--- src/rtl/timer8_pkg.sv ---
package timer8_pkg;

    // Register offsets on the byte-wide register port
    localparam logic [2:0] ADDR_CTRL_FIRST  = 3'h0;
    localparam logic [2:0] ADDR_CTRL_SECOND = 3'h1;
    localparam logic [2:0] ADDR_COUNT       = 3'h2;
    localparam logic [2:0] ADDR_CMP_A       = 3'h3;
    localparam logic [2:0] ADDR_CMP_B       = 3'h4;
    localparam logic [2:0] ADDR_FLAGS       = 3'h5;
    localparam logic [2:0] ADDR_MASK        = 3'h6;

    // Field positions in timer_ctrl_first
    localparam int ACT_A_LSB   = 6;
    localparam int ACT_B_LSB   = 4;
    localparam int WAVE_LO_LSB = 0;
    // Field positions in timer_ctrl_second
    localparam int FORCE_A_BIT  = 7;
    localparam int FORCE_B_BIT  = 6;
    localparam int WAVE_HI_BIT  = 3;
    localparam int TICK_SEL_LSB = 0;
    // Bits kept by timer_ctrl_second; force strobes are not stored
    localparam logic [7:0] CTRL2_KEEP = 8'h0F;

    // Flag and mask bit positions
    localparam int FLAG_WRAP = 0;
    localparam int FLAG_A    = 1;
    localparam int FLAG_B    = 2;

    // Values
    localparam logic [7:0] RST_BYTE   = 8'h00;
    localparam logic [7:0] MAX_VAL    = 8'hFF;
    localparam logic [7:0] BOTTOM_VAL = 8'h00;
    localparam logic [7:0] ONE_VAL    = 8'h01;
    localparam logic [2:0] TICK_STOP   = 3'h0;
    localparam logic [2:0] TICK_DIRECT = 3'h1;

    // Waveform modes
    localparam logic [2:0] MODE_NORMAL    = 3'h0;
    localparam logic [2:0] MODE_PHASE_MAX = 3'h1;
    localparam logic [2:0] MODE_CTC       = 3'h2;
    localparam logic [2:0] MODE_FAST_MAX  = 3'h3;
    localparam logic [2:0] MODE_PHASE_A   = 3'h5;
    localparam logic [2:0] MODE_FAST_A    = 3'h7;

    // Output actions
    localparam logic [1:0] ACT_OFF    = 2'h0;
    localparam logic [1:0] ACT_TOGGLE = 2'h1;
    localparam logic [1:0] ACT_CLEAR  = 2'h2;
    localparam logic [1:0] ACT_SET    = 2'h3;

    typedef enum logic [1:0] {CLS_NORMAL, CLS_CTC, CLS_FAST, CLS_PHASE}
        wave_class_t;

endpackage

--- src/rtl/wave_out_unit.sv ---
`timescale 1ns/10ps
`default_nettype none

module wave_out_unit #(
    parameter bit IS_CHAN_A = 1'b1
) (
    // Clock and reset
    input  wire logic       clk_i,
    input  wire logic       nrst_i,
    // Mode
    input  wire logic       is_fast_i,
    input  wire logic       is_phase_i,
    input  wire logic       high_bit_i,
    input  wire logic [1:0] action_i,
    // Events
    input  wire logic       hit_i,
    input  wire logic       force_i,
    input  wire logic       eq_top_i,
    input  wire logic       down_i,
    input  wire logic       bottom_i,
    input  wire logic       top_i,
    // Waveform register
    output logic            wave_o
);

    logic wave_d;

    ////////////////////////////////////////////////////////////////////
    // Next output level; action bits act unbuffered
    always_comb
    begin
        wave_d = wave_o;
        if (!is_fast_i && !is_phase_i)
        begin
            if (hit_i || force_i) // [RL9] [RL13] [RL16]
            begin
                case (action_i)
                    timer8_pkg::ACT_TOGGLE: wave_d = ~wave_o;
                    timer8_pkg::ACT_CLEAR:  wave_d = 1'b0;
                    timer8_pkg::ACT_SET:    wave_d = 1'b1;
                    default:                wave_d = wave_o;
                endcase
            end
        end
        else if (action_i == timer8_pkg::ACT_TOGGLE)
        begin
            // Only channel A with the high mode bit may toggle
            if (IS_CHAN_A && high_bit_i && hit_i) // [RL18]
                wave_d = ~wave_o;
        end
        else if (action_i[1])
        begin
            if (is_fast_i)
            begin
                if (bottom_i) // [RL17] [RL20]
                    wave_d = ~action_i[0];
                else if (hit_i && !eq_top_i)
                    wave_d = action_i[0];
            end
            else if (eq_top_i)
            begin
                if (top_i) // [RL21]
                    wave_d = ~action_i[0];
            end
            else if (hit_i) // [RL19]
                wave_d = down_i ? ~action_i[0] : action_i[0];
        end
    end

    // Kept across mode changes, zero after reset
    always_ff @(posedge clk_i or negedge nrst_i)
    begin
        if (!nrst_i)
            wave_o <= 1'b0; // [RL14]
        else
            wave_o <= wave_d; // [RL12]
    end
endmodule

`default_nettype wire

--- src/rtl/timer8_compare_waveform_unit.sv ---
// Local design decisions: strobed register access and the placing of the registers.
`timescale 1ns/10ps
`default_nettype none

// Operation
// [RL1] Tick select zero stops counter, holds value
// [RL2] CPU reads and writes counter any time
// [RL3] CPU counter write beats count or clear
// [RL4] Three-bit wave mode split across controls
// [RL5] Equality sets match flag at next tick
// [RL6] Flag clears on service or written one
// [RL7] PWM compare values update at TOP/BOTTOM
// [RL8] Writes hit buffer in PWM, else direct
// [RL9] Force strobe acts like match, no flag
// [RL10] Counter write blocks matches next tick
// [RL11] Software avoids writing count equal compare
// [RL12] Waveform registers survive mode changes
// [RL13] Output action bits take effect immediately
// [RL14] Waveform registers reset to zero
// [RL15] Nonzero action overrides port data value
// [RL16] Non-PWM actions: off, toggle, clear, set
// [RL17] Fast PWM: clear/set on match, invert bottom
// [RL18] PWM action one: only A toggles
// [RL19] Phase PWM: up and down actions opposite
// [RL20] Fast PWM compare at TOP acts at BOTTOM
// [RL21] Phase PWM compare at TOP acts at TOP
// [RL22] Mode zero wraps, sets wrap flag
// [RL23] Mode two clears on compare A
// [RL24] Fast PWM modes three and seven
// [RL25] Fast PWM clears tick after reaching TOP
module timer8_compare_waveform_unit (
    // Clock and reset
    input  wire logic       clk_i,
    input  wire logic       nrst_i,
    // Register port
    input  wire logic [2:0] addr_i,
    input  wire logic [7:0] wdata_i,
    input  wire logic       wr_i,
    input  wire logic       rd_i,
    output logic      [7:0] rdata_o,
    // Prescaled tick and interrupt service
    input  wire logic       prescale_tick_i,
    input  wire logic [2:0] irq_ack_i,
    output logic      [2:0] irq_o,
    // Port pins, index 0 is channel A
    input  wire logic [1:0] port_data_i,
    input  wire logic [1:0] pin_dir_i,
    output logic      [1:0] pin_val_o,
    output logic      [1:0] pin_oe_n_o,
    // Waveform registers
    output logic            wave_out_a_o,
    output logic            wave_out_b_o
);

    logic [7:0] ctrl1_q;
    logic [7:0] ctrl2_q;
    logic [7:0] count_q;
    logic [7:0] cmp_a_q;
    logic [7:0] cmp_b_q;
    logic [7:0] buf_a_q;
    logic [7:0] buf_b_q;
    logic [7:0] mask_q;
    logic [2:0] flags_q;
    logic       down_q;
    logic       block_q;
    logic [7:0] rd_mux;

    logic [2:0] wave_mode_sel;
    logic [2:0] tick_source_sel;
    logic [1:0] act_a;
    logic [1:0] act_b;
    logic       timer_tick;
    logic       wr_ctrl1;
    logic       wr_ctrl2;
    logic       wr_count;
    logic       wr_cmp_a;
    logic       wr_cmp_b;
    logic       wr_flags;
    logic       wr_mask;
    timer8_pkg::wave_class_t cls;
    logic       pwm;
    logic [7:0] top_val;
    logic       at_top;
    logic       eq_a;
    logic       eq_b;
    logic       hit_a;
    logic       hit_b;
    logic       fast_wrap;
    logic       pc_top;
    logic       wrap_ev;
    logic       buf_load;
    logic       force_a;
    logic       force_b;
    logic [2:0] flag_set;
    logic [2:0] flag_clr;

    // Mode class from the three wave mode bits
    function automatic timer8_pkg::wave_class_t mode_class(
        input logic [2:0] m
    );
        case (m)
            timer8_pkg::MODE_CTC:       mode_class = timer8_pkg::CLS_CTC;
            timer8_pkg::MODE_FAST_MAX,
            timer8_pkg::MODE_FAST_A:    mode_class = timer8_pkg::CLS_FAST;
            timer8_pkg::MODE_PHASE_MAX,
            timer8_pkg::MODE_PHASE_A:   mode_class = timer8_pkg::CLS_PHASE;
            default:                    mode_class = timer8_pkg::CLS_NORMAL;
        endcase
    endfunction

    // Write strobe decode
    function automatic logic wr_at(input logic [2:0] a);
        wr_at = wr_i && (addr_i == a);
    endfunction

    ////////////////////////////////////////////////////////////////////
    // Decode
    assign wr_ctrl1 = wr_at(timer8_pkg::ADDR_CTRL_FIRST);
    assign wr_ctrl2 = wr_at(timer8_pkg::ADDR_CTRL_SECOND);
    assign wr_count = wr_at(timer8_pkg::ADDR_COUNT);
    assign wr_cmp_a = wr_at(timer8_pkg::ADDR_CMP_A);
    assign wr_cmp_b = wr_at(timer8_pkg::ADDR_CMP_B);
    assign wr_flags = wr_at(timer8_pkg::ADDR_FLAGS);
    assign wr_mask  = wr_at(timer8_pkg::ADDR_MASK);

    // Mode fields, high bit lives in the second control
    assign wave_mode_sel = {ctrl2_q[timer8_pkg::WAVE_HI_BIT],
                            ctrl1_q[timer8_pkg::WAVE_LO_LSB +: 2]}; // [RL4]
    assign tick_source_sel = ctrl2_q[timer8_pkg::TICK_SEL_LSB +: 3];
    assign act_a = ctrl1_q[timer8_pkg::ACT_A_LSB +: 2];
    assign act_b = ctrl1_q[timer8_pkg::ACT_B_LSB +: 2];
    assign cls   = mode_class(wave_mode_sel);
    assign pwm   = (cls == timer8_pkg::CLS_FAST) ||
                   (cls == timer8_pkg::CLS_PHASE);

    // No tick at all when the source is stopped
    always_comb
    begin
        case (tick_source_sel)
            timer8_pkg::TICK_STOP:   timer_tick = 1'b0; // [RL1]
            timer8_pkg::TICK_DIRECT: timer_tick = 1'b1;
            default:                 timer_tick = prescale_tick_i;
        endcase
    end

    // TOP is compare A in modes 2, 5 and 7, else MAX
    assign top_val = (wave_mode_sel == timer8_pkg::MODE_CTC ||
                      wave_mode_sel == timer8_pkg::MODE_PHASE_A ||
                      wave_mode_sel == timer8_pkg::MODE_FAST_A) ?
                     cmp_a_q : timer8_pkg::MAX_VAL; // [RL23] [RL24]
    assign at_top = (count_q == top_val);

    // Comparators; a counter write blocks the next tick's match
    assign eq_a  = (count_q == cmp_a_q);
    assign eq_b  = (count_q == cmp_b_q);
    assign hit_a = timer_tick && eq_a && !block_q; // [RL5] [RL10]
    assign hit_b = timer_tick && eq_b && !block_q;

    assign fast_wrap = timer_tick && (cls == timer8_pkg::CLS_FAST) && at_top;
    assign pc_top    = timer_tick && (cls == timer8_pkg::CLS_PHASE) &&
                       !down_q && at_top;
    assign buf_load  = pwm && (fast_wrap || pc_top); // [RL7]

    // Wrap event per mode family
    always_comb
    begin
        case (cls)
            timer8_pkg::CLS_PHASE:
                wrap_ev = down_q && (count_q == timer8_pkg::BOTTOM_VAL);
            timer8_pkg::CLS_FAST:
                wrap_ev = at_top;
            default:
                wrap_ev = (count_q == timer8_pkg::MAX_VAL); // [RL22]
        endcase
        wrap_ev = wrap_ev && timer_tick && !wr_count;
    end

    // Force strobes act only outside PWM [RL9]
    assign force_a = wr_ctrl2 && wdata_i[timer8_pkg::FORCE_A_BIT] && !pwm;
    assign force_b = wr_ctrl2 && wdata_i[timer8_pkg::FORCE_B_BIT] && !pwm;

    ////////////////////////////////////////////////////////////////////
    // Counter: CPU write first, then the mode's step
    always_ff @(posedge clk_i or negedge nrst_i)
    begin
        if (!nrst_i)
            count_q <= timer8_pkg::RST_BYTE;
        else if (wr_count)
            count_q <= wdata_i; // [RL2] [RL3]
        else if (timer_tick)
        begin
            case (cls)
                timer8_pkg::CLS_FAST: // [RL25]
                    count_q <= at_top ? timer8_pkg::BOTTOM_VAL :
                               count_q + timer8_pkg::ONE_VAL;
                timer8_pkg::CLS_CTC: // [RL23]
                    count_q <= eq_a ? timer8_pkg::BOTTOM_VAL :
                               count_q + timer8_pkg::ONE_VAL;
                timer8_pkg::CLS_PHASE:
                    if (down_q == (count_q == timer8_pkg::BOTTOM_VAL) &&
                        !(!down_q && at_top))
                        count_q <= count_q + timer8_pkg::ONE_VAL;
                    else
                        count_q <= count_q - timer8_pkg::ONE_VAL;
                default:
                    count_q <= count_q + timer8_pkg::ONE_VAL; // [RL22]
            endcase
        end
    end

    // Phase-correct direction turns at TOP and BOTTOM
    always_ff @(posedge clk_i or negedge nrst_i)
    begin
        if (!nrst_i)
            down_q <= 1'b0;
        else if (cls != timer8_pkg::CLS_PHASE)
            down_q <= 1'b0;
        else if (timer_tick && !down_q && at_top)
            down_q <= 1'b1;
        else if (timer_tick && down_q &&
                 count_q == timer8_pkg::BOTTOM_VAL)
            down_q <= 1'b0;
    end

    // Match blocking lasts until the next tick, even when stopped
    always_ff @(posedge clk_i or negedge nrst_i)
    begin
        if (!nrst_i)
            block_q <= 1'b0;
        else if (wr_count)
            block_q <= 1'b1; // [RL10]
        else if (timer_tick)
            block_q <= 1'b0;
    end

    ////////////////////////////////////////////////////////////////////
    // Control and mask registers
    always_ff @(posedge clk_i or negedge nrst_i)
    begin
        if (!nrst_i)
        begin
            ctrl1_q <= timer8_pkg::RST_BYTE;
            ctrl2_q <= timer8_pkg::RST_BYTE;
            mask_q  <= timer8_pkg::RST_BYTE;
        end
        else
        begin
            if (wr_ctrl1)
                ctrl1_q <= wdata_i; // [RL13]
            if (wr_ctrl2)
                ctrl2_q <= wdata_i & timer8_pkg::CTRL2_KEEP;
            if (wr_mask)
                mask_q <= wdata_i;
        end
    end

    // Compare values: buffered in PWM, direct otherwise
    always_ff @(posedge clk_i or negedge nrst_i)
    begin
        if (!nrst_i)
        begin
            buf_a_q <= timer8_pkg::RST_BYTE;
            buf_b_q <= timer8_pkg::RST_BYTE;
            cmp_a_q <= timer8_pkg::RST_BYTE;
            cmp_b_q <= timer8_pkg::RST_BYTE;
        end
        else
        begin
            if (wr_cmp_a)
                buf_a_q <= wdata_i; // [RL8]
            if (wr_cmp_b)
                buf_b_q <= wdata_i;
            if (buf_load)
            begin
                cmp_a_q <= buf_a_q; // [RL7]
                cmp_b_q <= buf_b_q;
            end
            else if (!pwm)
            begin
                if (wr_cmp_a)
                    cmp_a_q <= wdata_i; // [RL8]
                if (wr_cmp_b)
                    cmp_b_q <= wdata_i;
            end
        end
    end

    // Flags: hardware set wins over a same-cycle clear
    assign flag_set = {hit_b, hit_a, wrap_ev}; // [RL5]
    assign flag_clr = irq_ack_i | (wr_flags ? wdata_i[2:0] : 3'h0); // [RL6]

    always_ff @(posedge clk_i or negedge nrst_i)
    begin
        if (!nrst_i)
            flags_q <= 3'h0;
        else
            flags_q <= (flags_q & ~flag_clr) | flag_set;
    end

    // Requests follow enabled flags one cycle later
    always_ff @(posedge clk_i or negedge nrst_i)
    begin
        if (!nrst_i)
            irq_o <= 3'h0;
        else
            irq_o <= flags_q & mask_q[2:0];
    end

    ////////////////////////////////////////////////////////////////////
    // Read data valid only in the cycle after the strobe
    always_comb
    begin
        case (addr_i)
            timer8_pkg::ADDR_CTRL_FIRST:  rd_mux = ctrl1_q;
            timer8_pkg::ADDR_CTRL_SECOND: rd_mux = ctrl2_q;
            timer8_pkg::ADDR_COUNT:       rd_mux = count_q; // [RL2]
            timer8_pkg::ADDR_CMP_A:       rd_mux = buf_a_q; // [RL8]
            timer8_pkg::ADDR_CMP_B:       rd_mux = buf_b_q;
            timer8_pkg::ADDR_FLAGS:       rd_mux = {5'h00, flags_q};
            timer8_pkg::ADDR_MASK:        rd_mux = mask_q;
            default:                      rd_mux = timer8_pkg::RST_BYTE;
        endcase
    end

    always_ff @(posedge clk_i or negedge nrst_i)
    begin
        if (!nrst_i)
            rdata_o <= timer8_pkg::RST_BYTE;
        else
            rdata_o <= rd_i ? rd_mux : timer8_pkg::RST_BYTE;
    end

    ////////////////////////////////////////////////////////////////////
    // Waveform generators, one per channel
    wave_out_unit #(.IS_CHAN_A(1'b1)) u_wave_a (
        .clk_i      (clk_i),
        .nrst_i     (nrst_i),
        .is_fast_i  (cls == timer8_pkg::CLS_FAST),
        .is_phase_i (cls == timer8_pkg::CLS_PHASE),
        .high_bit_i (wave_mode_sel[2]),
        .action_i   (act_a), // [RL16] [RL17] [RL18] [RL19]
        .hit_i      (hit_a),
        .force_i    (force_a),
        .eq_top_i   (cmp_a_q == top_val), // [RL20] [RL21]
        .down_i     (down_q),
        .bottom_i   (fast_wrap),
        .top_i      (pc_top),
        .wave_o     (wave_out_a_o) // [RL12] [RL14]
    );

    wave_out_unit #(.IS_CHAN_A(1'b0)) u_wave_b (
        .clk_i      (clk_i),
        .nrst_i     (nrst_i),
        .is_fast_i  (cls == timer8_pkg::CLS_FAST),
        .is_phase_i (cls == timer8_pkg::CLS_PHASE),
        .high_bit_i (wave_mode_sel[2]),
        .action_i   (act_b),
        .hit_i      (hit_b),
        .force_i    (force_b),
        .eq_top_i   (cmp_b_q == top_val),
        .down_i     (down_q),
        .bottom_i   (fast_wrap),
        .top_i      (pc_top),
        .wave_o     (wave_out_b_o)
    );

    // Port override; direction stays with the port's own bit
    always_ff @(posedge clk_i or negedge nrst_i)
    begin
        if (!nrst_i)
        begin
            pin_val_o  <= 2'h0;
            pin_oe_n_o <= 2'h3;
        end
        else
        begin
            pin_val_o[0] <= (act_a != timer8_pkg::ACT_OFF) ?
                            wave_out_a_o : port_data_i[0]; // [RL15]
            pin_val_o[1] <= (act_b != timer8_pkg::ACT_OFF) ?
                            wave_out_b_o : port_data_i[1];
            pin_oe_n_o   <= ~pin_dir_i;
        end
    end

    // Checker's own note of a counter write still awaiting its tick
    logic pend_q;

    always_ff @(posedge clk_i or negedge nrst_i)
    begin
        if (!nrst_i)
            pend_q <= 1'b0;
        else if (wr_count)
            pend_q <= 1'b1;
        else if (timer_tick)
            pend_q <= 1'b0;
    end
endmodule

`default_nettype wire

--- config.mk ---
export PLATFORM = sky130hd
export DESIGN_NAME = timer8_compare_waveform_unit
export DESIGN_NICKNAME = d
export VERILOG_FILES = /design/src/rtl/timer8_pkg.sv /design/src/rtl/wave_out_unit.sv /design/src/rtl/timer8_compare_waveform_unit.sv
export SDC_FILE = /design/constraint.sdc
export NUM_CORES = 1
export LEC_CHECK = 0
export BUFFER_PORTS_ARGS = -buffer_cell sky130_fd_sc_hd__buf_4
export CAP_MARGIN = 20
export CELL_PAD_IN_SITES_DETAIL_PLACEMENT = 0
export CELL_PAD_IN_SITES_GLOBAL_PLACEMENT = 1
export CORE_MARGIN = 4
export CORE_UTILIZATION = 50
export DETAILED_ROUTE_END_ITERATION = 12
export PLACE_DENSITY_LB_ADDON = 0.08
export SLEW_MARGIN = 40
export SYNTH_ARGS = -nofsm -noshare
export SYNTH_HDL_FRONTEND = slang
export SYNTH_HIERARCHICAL = 1
export SYNTH_SLANG_ARGS = --single-unit
--- constraint.sdc ---
create_clock -name clk_i -period 6.55 [get_ports clk_i]
set_input_delay 1.31 -clock clk_i [delete_from_list [all_inputs] [get_ports clk_i]]
set_output_delay 1.31 -clock clk_i [all_outputs]
set_load 0.02 [all_outputs]
==> metrics.txt <==
Power Density=342 mW/mm^2; CP Cell Sequence=or3b_4, and2_4, nor3_1, a21o_1, a22o_1, a21oi_1, a211o_1, nor3_1, nand2_1, a21o_1, a221oi_2, mux2i_1; hold path startpoint=mask_q[4]; total power=1.89 mW; Crit path buffers/inverters=0; number of port buffers=39; maximum VDD drop=roughly 0.17 mV; HP Class=flip-flop to flip-flop; CP startpoint=ctrl1_q[0]; GRT overflow=0; Crit Path Category=flip-flop to flip-flop; layout cells sized above 1=0.224; CP max FO=15; first-pass GRT wire length=about 22 mm; f_max=0.288 GHz; Setup crit start kind=flip-flop; dominant synthesized flop cell=dfrtp_1; GRT Overall Usage=0.246; final hold vios=0; Post-layout nets=566; Worst Setup End Kind=flip-flop; CTS Root Cell=clkbuf_8; Critical Path RT=a little under 7000 ps; Via Count=4092; Yosys cell types=65; Core Footprint=just under 0.01 mm^2; Routed WL=roughly 14 mm; antenna-violating nets left=0; Skew-Pair Late Insertion Delay=about 370 ps; measured slew at the worst slew-check pin=between 800 and 900 ps; syn nets=550; largest net degree at the start of global routing=between 80 and 90; P_leak=2.27 nW; max_cap viols=0; Rows=36; warnings from Yosys=6; CTS tree=built; drt initial violations=approximately 260; Reg-to-Reg Start=ctrl1_q[0]; flops & latches, synth=slightly above 80; number of synthesized flops with an enable pin=0; synthesized area=about 0.005 mm^2; Max-slew headroom=0.462; crit-path leading delay family=simple AND/OR/NAND/NOR gates; Crit-path slowest cell=nor3_1; post-cts sizing count=0; Synth async-reset ratio=1.00; DRC violations left=0; sequential fraction of the synthesis area=0.412; crit path DAT=3770 ps; clock-pin slew on the worst setup and hold paths=~90 ps; postcts setup bufs=0; CTS buffer count=9; routability cong.=0.886; I/O Pins=40; Syn Area/Cell=around 9.5 um^2; clk buf depth=2; fin crit period=3470 ps; Pre-antenna DRT Iters=5; post-detailed-route wirelength per cell=between 20 and 25 um; vias in the first global route=around 4000; die area=0.0116 mm^2; Final Slew Violations=0; outcome=finished, final reports clean; # clock sinks=82; CTS H-tree lvls=3; Die Wd=between 100 and 150 um; cell count after synthesis=about 520; setup tns final=0 ps; final hold slack=between 500 and 600 ps; RSZ-0062 raised after global routing=false; chip height=~110 um; Starting Density=0.512; area delta synth->final=11.1%; ANT cells=0; initial antenna violation count=0; Final Util=0.569; Clock Skew=14.6 ps; Final HPWL DP=roughly 9.7 mm; CP peak stage delay=620 ps; Final Setup Violations=0; Hold-fix buffers, CTS=0; vias per cell=slightly above 6; fin crit share=0.530
==> power by group <==
group,leakage [nW],total (mW),internal (mW),switching [mW]
clock network,0.0939,0.382,0.180,0.202
registers,1.01,0.874,0.631,0.243
logic,1.17,0.636,0.317,0.320
==> cells in the mapped netlist (4+ instances only) <==
cell,instances,area [um^2]
o21a_1,4,30.0
o22ai_1,7,43.8
o21ai_0,29,145
inv_1,16,60.1
a22oi_1,10,75.1
a31oi_1,8,50.1
xor2_1,10,87.6
and2_1,17,106
nor3_1,17,85.1
clkbuf_1,25,93.8
a21oi_1,15,75.1
a21o_1,5,37.5
nor4_1,4,25.0
or3_1,4,25.0
buf_1,7,26.3
nand3_1,16,80.1
o21ai_1,6,30.0
nor2b_1,7,43.8
xnor2_1,12,105
nand2_1,47,176
o211ai_1,7,52.6
dfrtp_1,80,2000
nor2_1,40,150
mux2_2,44,495
a211oi_1,4,30.0
nand4_1,5,31.3
mux2i_1,21,210
==> layer usage <==
layer	global-route usage	part of all wire	wire length, um	up-vias
met5	0	0	0	-
met4	0.0676	0.014	197	0
met3	0.0360	0.044	612	14
met2	0.403	0.50	6830	94
met1	0.342	0.45	6140	2063
li1	-	-	-	1921
==> flip-flops by register name (all words and copies together) (netlist names), 4 cells and up <==
| register | cells |
|---|---|
| count_q | 8 |
| ctrl2_q | 4 |
| rdata_o | 8 |
| mask_q | 8 |
| buf_a_q | 8 |
| buf_b_q | 8 |
| ctrl1_q | 8 |
| cmp_a_q | 8 |
| cmp_b_q | 8 |
==> worst reg2reg max path: cells and delay by family, from the launching register on <==
| kind | cells | cell delay (ps) |
|---|---|---|
| flops | 1 | 580 |
| simple gates | 5 | 1600 |
| compound gates | 6 | 1030 |
| mux | 1 | 210 |
==> path summary, 6_finish.rpt <==
path                              endpoint  depth (start not counted)  slack [ps]
max in group asynchronous       cmp_b_q[6]                          1        5090
setup reg to reg           u_wave_b/wave_o                         12        3080
hold reg to reg                  mask_q[4]                          1         510
setup / recovery           u_wave_b/wave_o                         12        3080
min in group asynchronous       count_q[2]                          1         950
hold / removal                   mask_q[4]                          1         510
==> cells by family after synthesis <==
logic type / count (synthesis) / share of synthesized area
simple gates: 175 / 0.174
compound gates: 121 / 0.168
flops: 82 / 0.412
mux: 69 / 0.157
buf+inv: 52 / 0.0414
xor+xnor: 22 / 0.0387
fa+ha+maj: 3 / 0.00754
==> layout by cell type, fill, tap and decap left out, types with 6 or more instances in the layout <==
master     n
a22oi_1   10
a31oi_1    8
xor2_1    10
and2_1    17
o21ai_1    6
a21oi_1   15
nor3_1    17
nor2b_1    6
o22ai_1    7
o211ai_1   7
buf_4     40
dfrtp_1   80
mux2_2    44
clkbuf_8  10
xnor2_1   12
nor2_1    39
nand2_1   47
o21ai_0   29
nand3_1   16
inv_1     16
mux2i_1   21
==> cell type report <==
cell class              count  area, um^2
multi-input cells         390        2740
clock inverters             6        71.3
fillers                   914        4200
flip-flops and latches     82        2050
repair buffers             41         314
clock buffers              10         128
well taps                 133         166
inverters                  16        60.1
==> stage by stage <==
| step | instance area [um^2] | worst slack, ps | std cells |
|---|---|---|---|
| 2_1_floorplan | 4980 | 3470 | 524 |
| 3_3_place_gp | 5310 | 2970 | 662 |
| 3_5_place_dp | 5330 | 2900 | 662 |
| 4_1_cts | 5530 | 3160 | 678 |
| 5_1_grt | 5530 | 2960 | 678 |
| 6_report | 5530 | 3080 | 678 |
Note: power is estimated with default switching activity, not from simulation.
